==> config.mk <==
export PLATFORM = sky130hd
export DESIGN_NAME = tdcr_regs
export DESIGN_NICKNAME = d
export VERILOG_FILES = /design/src/pkg/tdcr_pkg.sv /design/src/logic/tdcr_regs.sv
export SDC_FILE = /design/constraint.sdc
export NUM_CORES = 1
export LEC_CHECK = 0
export BUFFER_PORTS_ARGS = -buffer_cell sky130_fd_sc_hd__buf_2
export CORE_MARGIN = 1.5
export CORE_UTILIZATION = 30
export CTS_BUF_LIST = sky130_fd_sc_hd__clkbuf_4
export CTS_CLUSTER_SIZE = 14
export DETAILED_ROUTE_END_ITERATION = 6
export MAX_ROUTING_LAYER = met4
export PLACE_DENSITY_LB_ADDON = 0.1
export SLEW_MARGIN = 0
export SYNTH_ARGS = -nofsm -noshare
export SYNTH_HDL_FRONTEND = slang
export SYNTH_SLANG_ARGS = --single-unit
export TNS_END_PERCENT = 100
==> constraint.sdc <==
create_clock -name SYS_CLK -period 1.9 [get_ports SYS_CLK]
set_clock_uncertainty 0.05 [all_clocks]
set_input_delay 0.19 -clock SYS_CLK [delete_from_list [all_inputs] [get_ports SYS_CLK]]
set_output_delay 0.19 -clock SYS_CLK [all_outputs]
set_load 0.01 [all_outputs]
==> src/pkg/tdcr_pkg.sv <==
// constants and carrier types of the converter core register bank
package tdcr_pkg;

    // register indices; byte address is four times the index
    localparam logic [7:0] IDX_SETUP_TWO = 8'h01;
    localparam logic [7:0] IDX_FLAGS = 8'h02;
    localparam logic [7:0] IDX_ENABLE = 8'h03;
    localparam logic [7:0] IDX_COARSE_HIGH = 8'h04;
    localparam logic [7:0] IDX_COARSE_LOW = 8'h05;
    localparam logic [7:0] IDX_REFCLK_HIGH = 8'h06;
    localparam logic [7:0] IDX_REFCLK_LOW = 8'h07;
    localparam logic [7:0] IDX_CONTROL = 8'h1F;
    localparam int unsigned ADDR_SCALE = 4;

    // values after reset
    localparam logic [7:0] RST_SETUP_TWO = 8'h40;
    localparam logic [7:0] RST_FLAGS = 8'h00;
    localparam logic [7:0] RST_ENABLE = 8'h07;
    localparam logic [7:0] RST_THRESHOLD = 8'hFF;

    // field positions in measurement_setup_two
    localparam int unsigned CAL_LSB = 6;
    localparam int unsigned AVG_LSB = 3;
    localparam int unsigned STOP_LSB = 0;

    // bit positions in interrupt_flags and interrupt_enable, and of the begin bit in the control register
    localparam int unsigned BIT_FINISHED = 4;
    localparam int unsigned BIT_BEGUN = 3;
    localparam int unsigned BIT_REFCLK_OVF = 2;
    localparam int unsigned BIT_COARSE_OVF = 1;
    localparam int unsigned BIT_FRESH = 0;
    localparam int unsigned BIT_BEGIN = 0;

    // events from the measurement engine, same clock
    typedef struct packed {
        logic start_seen;
        logic done;
        logic busy;
        logic [15:0] refclk_count;
        logic [15:0] coarse_count;
    } tdcr_events_s;

    // decoded settings toward the measurement engine
    typedef struct packed {
        logic [5:0] cal_periods;
        logic [7:0] averaging_count;
        logic [2:0] stop_count;
        logic [15:0] coarse_threshold;
        logic [15:0] refclk_threshold;
    } tdcr_setup_s;

    typedef enum logic {
        BUS_SETUP = 1'b0,
        BUS_ANSWER = 1'b1
    } tdcr_bus_e;

endpackage

==> src/logic/tdcr_regs.sv <==
// register bank of one time-to-digital converter core, apb slave
//
// Contract
// - bits 7:6 pick second calibration length: 2, 10, 20 or 40 periods.
// - bits 5:3 pick averaging cycles as two to the power of code.
// - bits 2:0 pick one to five stops for codes 000 to 100.
// - stop codes 101, 110 and 111 behave like single stop.
// - flag bit 4 sets on measurement finish; writing one clears it.
// - flag bit 3 sets when start signal arrives; writing one clears.
// - reference clock overflow sets bit 2, stops measurement, write one clears.
// - coarse overflow sets bit 1, stops measurement, write one clears.
// - new result sets bit 0 until host writes one to it.
// - enable bit 2 gates reference clock overflow onto interrupt; resets one.
// - enable bit 1 gates coarse overflow onto interrupt; resets one.
// - enable bit 0 gates new result onto interrupt; resets one.
// - disabled sources keep their flags set and readable.
// - enable register resets to 07h, upper five bits zero.
// - coarse threshold is 16 bits at 04h high, 05h low, reset FFh.
// - flag register resets 00h; bits 7:5 are plain storage.
// - writing begin bit clears all flag bits before measuring.
// - reference clock threshold is 16 bits, high byte at 06h.
`timescale 1ns/1ps

module tdcr_regs
    import tdcr_pkg::*;
(
    input wire logic SYS_CLK, // 50 MHz system clock
    input wire logic SRST, // synchronous reset, active high
    input wire logic PSEL, // apb select
    input wire logic PENABLE, // apb access phase
    input wire logic PWRITE, // apb direction, high for write
    input wire logic [7:0] PADDR, // apb byte address
    input wire logic [31:0] PWDATA, // apb write data
    output logic PREADY, // apb ready
    output logic [31:0] PRDATA, // apb read data
    output logic PSLVERR, // apb error on unmapped address
    input wire tdcr_events_s EVENTS, // measurement engine events
    output tdcr_setup_s SETUP, // decoded settings
    output logic MEAS_BEGIN, // one-cycle trigger of a measurement
    output logic MEAS_ABORT, // stop the running measurement
    output logic IRQ_N // interrupt pin, active low
);

    function automatic logic hits(input logic [7:0] addr,
                                  input logic [7:0] idx);
        hits = (addr == 8'(idx * ADDR_SCALE));
    endfunction

    function automatic logic [5:0] cal_count(input logic [1:0] code);
        case (code)
            2'b00: cal_count = 6'd2;
            2'b01: cal_count = 6'd10;
            2'b10: cal_count = 6'd20;
            default: cal_count = 6'd40;
        endcase
    endfunction

    function automatic logic [2:0] stop_count(input logic [2:0] code);
        if (code <= 3'b100) begin
            stop_count = code + 3'd1;
        end else begin
            stop_count = 3'd1;
        end
    endfunction

    tdcr_bus_e bus_state;
    logic [7:0] setup_two;
    logic [7:0] flags;
    logic [7:0] enable;
    logic [7:0] coarse_high;
    logic [7:0] coarse_low;
    logic [7:0] refclk_high;
    logic [7:0] refclk_low;
    logic pending;

    // address decode
    wire hit_setup = hits(PADDR, IDX_SETUP_TWO);
    wire hit_flags = hits(PADDR, IDX_FLAGS);
    wire hit_enable = hits(PADDR, IDX_ENABLE);
    wire hit_c_high = hits(PADDR, IDX_COARSE_HIGH);
    wire hit_c_low = hits(PADDR, IDX_COARSE_LOW);
    wire hit_r_high = hits(PADDR, IDX_REFCLK_HIGH);
    wire hit_r_low = hits(PADDR, IDX_REFCLK_LOW);
    wire hit_control = hits(PADDR, IDX_CONTROL);
    wire mapped = hit_setup | hit_flags | hit_enable | hit_c_high
        | hit_c_low | hit_r_high | hit_r_low | hit_control;

    // a write lands at the edge closing the access phase
    wire commit = PSEL & PENABLE & PREADY;
    wire wr = commit & PWRITE & mapped;
    wire wr_flags = wr & hit_flags;
    wire begin_wr = wr & hit_control & PWDATA[BIT_BEGIN];

    // read selection
    wire [7:0] rd_byte =
        hit_setup ? setup_two :
        hit_flags ? flags :
        hit_enable ? enable :
        hit_c_high ? coarse_high :
        hit_c_low ? coarse_low :
        hit_r_high ? refclk_high :
        hit_r_low ? refclk_low :
        hit_control ? {7'd0, pending} : 8'h00;

    // overflow detection while a measurement runs
    wire [15:0] coarse_thr = {coarse_high, coarse_low};
    wire [15:0] refclk_thr = {refclk_high, refclk_low};
    wire refclk_ovf = EVENTS.busy
        & (EVENTS.refclk_count >= refclk_thr);
    wire coarse_ovf = EVENTS.busy
        & (EVENTS.coarse_count >= coarse_thr);

    // hardware events that set flags
    wire [4:0] set_bits = {
        EVENTS.done,
        EVENTS.start_seen,
        refclk_ovf,
        coarse_ovf,
        EVENTS.done
    };

    // write one clears; a begin write clears everything
    wire [4:0] clr_bits =
        begin_wr ? 5'h1F :
        wr_flags ? PWDATA[4:0] : 5'h00;

    // set wins over a clear in the same cycle
    wire [4:0] next_events = (flags[4:0] & ~clr_bits) | set_bits;

    wire [2:0] next_reserved =
        begin_wr ? 3'b000 :
        wr_flags ? PWDATA[7:5] : flags[7:5];

    // flags stay set whatever the enables say
    wire [2:0] live = flags[2:0] & enable[2:0];
    wire next_irq_n = ~(|live);

    wire next_pending = begin_wr
        | (pending & ~EVENTS.done & ~refclk_ovf & ~coarse_ovf);

    // bus answer: ready rises in the access phase, one answer each
    always_ff @(posedge SYS_CLK) begin
        if (SRST) begin
            bus_state <= BUS_SETUP;
            PREADY <= 1'b0;
            PRDATA <= 32'h0000_0000;
            PSLVERR <= 1'b0;
        end else begin
            case (bus_state)
                BUS_SETUP: begin
                    if (PSEL & ~PENABLE) begin
                        bus_state <= BUS_ANSWER;
                        PREADY <= 1'b1;
                        PRDATA <= {24'h00_0000, rd_byte};
                        PSLVERR <= ~mapped;
                    end
                end
                BUS_ANSWER: begin
                    bus_state <= BUS_SETUP;
                    PREADY <= 1'b0;
                    PSLVERR <= 1'b0;
                end
                default: begin
                    bus_state <= BUS_SETUP;
                    PREADY <= 1'b0;
                end
            endcase
        end
    end

    // configuration storage
    always_ff @(posedge SYS_CLK) begin
        if (SRST) begin
            setup_two <= RST_SETUP_TWO;
            enable <= RST_ENABLE;
            coarse_high <= RST_THRESHOLD;
            coarse_low <= RST_THRESHOLD;
            refclk_high <= RST_THRESHOLD;
            refclk_low <= RST_THRESHOLD;
        end else begin
            if (wr & hit_setup) begin
                setup_two <= PWDATA[7:0];
            end
            if (wr & hit_enable) begin
                enable <= PWDATA[7:0];
            end
            if (wr & hit_c_high) begin
                coarse_high <= PWDATA[7:0];
            end
            if (wr & hit_c_low) begin
                coarse_low <= PWDATA[7:0];
            end
            if (wr & hit_r_high) begin
                refclk_high <= PWDATA[7:0];
            end
            if (wr & hit_r_low) begin
                refclk_low <= PWDATA[7:0];
            end
        end
    end

    // status flags and measurement control
    always_ff @(posedge SYS_CLK) begin
        if (SRST) begin
            flags <= RST_FLAGS;
            pending <= 1'b0;
            MEAS_BEGIN <= 1'b0;
            MEAS_ABORT <= 1'b0;
            IRQ_N <= 1'b1;
        end else begin
            flags <= {next_reserved, next_events};
            pending <= next_pending;
            MEAS_BEGIN <= begin_wr;
            MEAS_ABORT <= refclk_ovf | coarse_ovf;
            IRQ_N <= next_irq_n;
        end
    end

    // decoded settings toward the engine
    always_ff @(posedge SYS_CLK) begin
        if (SRST) begin
            SETUP <= '0;
        end else begin
            SETUP.cal_periods <=
                cal_count(setup_two[CAL_LSB +: 2]);
            SETUP.averaging_count <=
                8'(1) << setup_two[AVG_LSB +: 3];
            SETUP.stop_count <=
                stop_count(setup_two[STOP_LSB +: 3]);
            SETUP.coarse_threshold <= coarse_thr;
            SETUP.refclk_threshold <= refclk_thr;
        end
    end

endmodule

==> results.json <==
{
  "status": "complete, but fails checks",
  "violations": "negative setup slack",
  "fin_crit_ps": 2040,
  "arrival_ps": 2460,
  "die_x_um": 137,
  "final_max_slew_viol_count": 0,
  "synth_top_area_share_pct": 44.1,
  "num-nets-final": 929,
  "post_drt_wl_per_cell_um": 15.7,
  "power_w": 0.00517,
  "ys_seq_area_share_pct": 44.1,
  "drt-pass1-iter-count": 5,
  "gr-usage-all-layers_pct": 18.9,
  "cpMaxStageDelayCell": "dfxtp_2",
  "die_height_um": 137,
  "grt_pass1_wl_um": 25700,
  "fill_cells": 1805,
  "pwr-share-comb_pct": 9.7,
  "clk_pin_slew_worst_paths_ps": 120,
  "antenna_found_initial": 1,
  "cp-start-kind": "register",
  "vias": 4978,
  "crit_path_end_kind": "register",
  "yosysWarnings": 0,
  "setup_ws_ps": -143,
  "timing.setup.tns_ps": -282,
  "fmax_ghz": 0.490,
  "place_inst": 1000,
  "ir_worst_vdd_mv": 0.372,
  "internal_power_w": 0.00379,
  "p_leak_nw": 3.40,
  "ys_types": 55,
  "synth_area_leaders": "dfxtp_1 44%, ha_1 7.9%, nor2_1 6.0%, buf_4 3.8%, a21oi_1 3.2%",
  "slew_headroom_pct": 56.8,
  "clk_latency_ps": 540,
  "grt-ovfl-total": 0,
  "io_pins": 166,
  "synth_ff_type": "dfxtp_1",
  "drive_gt1_share_pct": 38.6,
  "synthArstFlopShare_pct": 0,
  "route.detailed.drc": 0,
  "maxCapViolations": 0,
  "path_cells": "inv_2 -> ha_4 -> a41oi_2 -> o21ai_2 -> a2111oi_2 -> a21bo_2 -> o211a_1 -> a211oi_2",
  "period_share_pct": 108,
  "via_per_inst": 4.72,
  "cts_buffers": 17,
  "drtIter0Drc": 276,
  "worstPathMaxFanout": 3,
  "synth_edf_count": 0,
  "start_util_pct": 30.9,
  "fin_util_pct": 43.1,
  "postLayoutCellArea_um2": 7480,
  "p_seq_share_pct": 49.4,
  "htreeDepth": 4,
  "pwr-share-clk_pct": 40.9,
  "wl_um": 16600,
  "cp_slowest_stage_delay_ps": 350,
  "dieArea_um2": 18700,
  "setup_viol": 4,
  "grt_max_degree": 49,
  "cp.required_ps": 2320,
  "cts_max_path_buffers": 2,
  "first_global_vias": 4931,
  "synth_most_common_cell": "dfxtp_1",
  "clock-sinks": 118,
  "syn_inst": 605,
  "rows": 48,
  "fin_cells": 1054,
  "switching_share_pct": 26.7,
  "root_buffer": "clkbuf_4",
  "synth_top_cell_by_area": "dfxtp_1",
  "post-dp-hpwl_um": 12300,
  "worstSetupPathType": "register to register",
  "rsz0062_at_grt": "true",
  "syn_to_final_growth_pct": 39.7,
  "portBuffers": 116,
  "worst_pin_slew_ps": 644,
  "place.gp.congestion": 0.826,
  "place_area_um2": 6760,
  "p_sw_w": 0.00138,
  "hp-class": "input pin to register",
  "p_per_area_nw_per_um2": 690,
  "cts_tree": "done",
  "yosys_register_bits": 118,
  "core_um2": 17400,
  "syn_area_per_cell_um2": 8.85,
  "synthTopCellsByCount": "118 x dfxtp_1, 86 x nor2_1, 44 x nand2_1",
  "antenna_left": 0,
  "synth_area_um2": 5360,
  "hold_viol": 0
}
-- layout make-up --
cell class	instances	area, µm²	share of cell area, %
repair buffers	224	1470	19.6
multi-input cells	414	2870	38.4
clock buffers	17	128	1.71
clock inverters	15	203	2.71
inverters	40	150	2.01
flip-flops and latches	118	2380	31.8
well taps	225	282	3.76
diodes	1	2.50	0.0334
-- critical path: cells and delay by family, from the launching register on --
family | cells | cell delay, ps
AOI/OAI and AO/OA | 6 | 1310
adders and majority gates | 1 | 220
buffers and inverters | 1 | 50
DFF | 1 | 350
-- path summary, 6_finish.rpt --
kind	slack, ps	cells after the start	startpoint	to
worst max-delay path	-140	8	refclk_high[3]$_SDFFE_PP1P_	pending$_SDFF_PP0_
worst min register to register	430	1	bus_state$_SDFF_PP0_	PREADY$_SDFFE_PP0P_
worst min-delay path	130	5	PSEL	PREADY$_SDFFE_PP0P_
worst max register to register	-140	8	refclk_high[3]$_SDFFE_PP1P_	pending$_SDFF_PP0_
-- metrics by stage --
step | hold slack (ps) | setup slack, ps
final | 132 | -143
after global routing | 120 | -241
after CTS | 83.3 | -138
after detailed placement | 370 | -288
after global placement | 344 | -235
after floorplan | 258 | 33.5
-- placed cells by master (no fill, tap or decap), drive strengths merged, types with 3 or more instances in the layout --
| cell | count |
|---|---|
| o21ai | 18 |
| a41oi | 3 |
| nor2b | 6 |
| conb | 25 |
| o211ai | 16 |
| a2111oi | 3 |
| nor3 | 34 |
| dlygate4sd3 | 14 |
| nand4 | 13 |
| a21oi | 34 |
| ha | 34 |
| nor3b | 3 |
| nand2b | 8 |
| nand3 | 23 |
| mux2i | 9 |
| clkinv | 7 |
| dfxtp | 118 |
| or3 | 3 |
| bufinv | 4 |
| clkbuf | 17 |
| nor4 | 3 |
| inv | 42 |
| and3 | 6 |
| nor2 | 88 |
| and4 | 3 |
| buf | 210 |
| a221oi | 7 |
| a211oi | 6 |
| nand2 | 44 |
| mux4 | 6 |
-- cells by family (layout without fill, tap and decap cells) --
kind of cell / count (synthesis) / in the layout / share of synthesized area [%]
adders and majority gates: 34 / 34 / 7.94
and+or+nand+nor: 238 / 238 / 22.0
other: 1 / 26 / 0.0700
muxes: 15 / 15 / 4.20
buffers and inverters: 97 / 296 / 9.04
DFF: 118 / 118 / 44.1
AOI/OAI and AO/OA: 102 / 102 / 12.6
-- flip-flops by register name, summed over array words and instances (netlist names), 8 cells and up --
name         cells
SETUP           47
PRDATA           8
coarse_high      8
coarse_low       8
enable           8
flags            8
refclk_high      8
refclk_low       8
setup_two        8
-- power groups by stage --
stage	clock network [W]	registers [W]	logic, W
CTS	0.00217	0.00255	0.000501
global placement	0	0.00261	0.000460
finish	0.00211	0.00255	0.000503
detailed placement	0	0.00261	0.000463
global route	0.00229	0.00256	0.000555
floorplan	0	0.00264	0.000239
-- what timing repair did --
item                       CTS  global route
hold endpoints to repair    60             0
pin swaps                    7            12
gates resized for setup     34            15
setup endpoints to repair    4             5
setup buffers                5             2
hold buffers                14             0
-- routing by layer --
layer | track usage, % | vias up | routed length (µm)
li1 | - | 2490 | -
met1 | 23.1 | 2336 | 7440
met2 | 31.0 | 129 | 8140
met3 | 4.04 | 23 | 711
met4 | 5.97 | 0 | 295
met5 | - | - | 0
(Power assumes the default switching activity.)
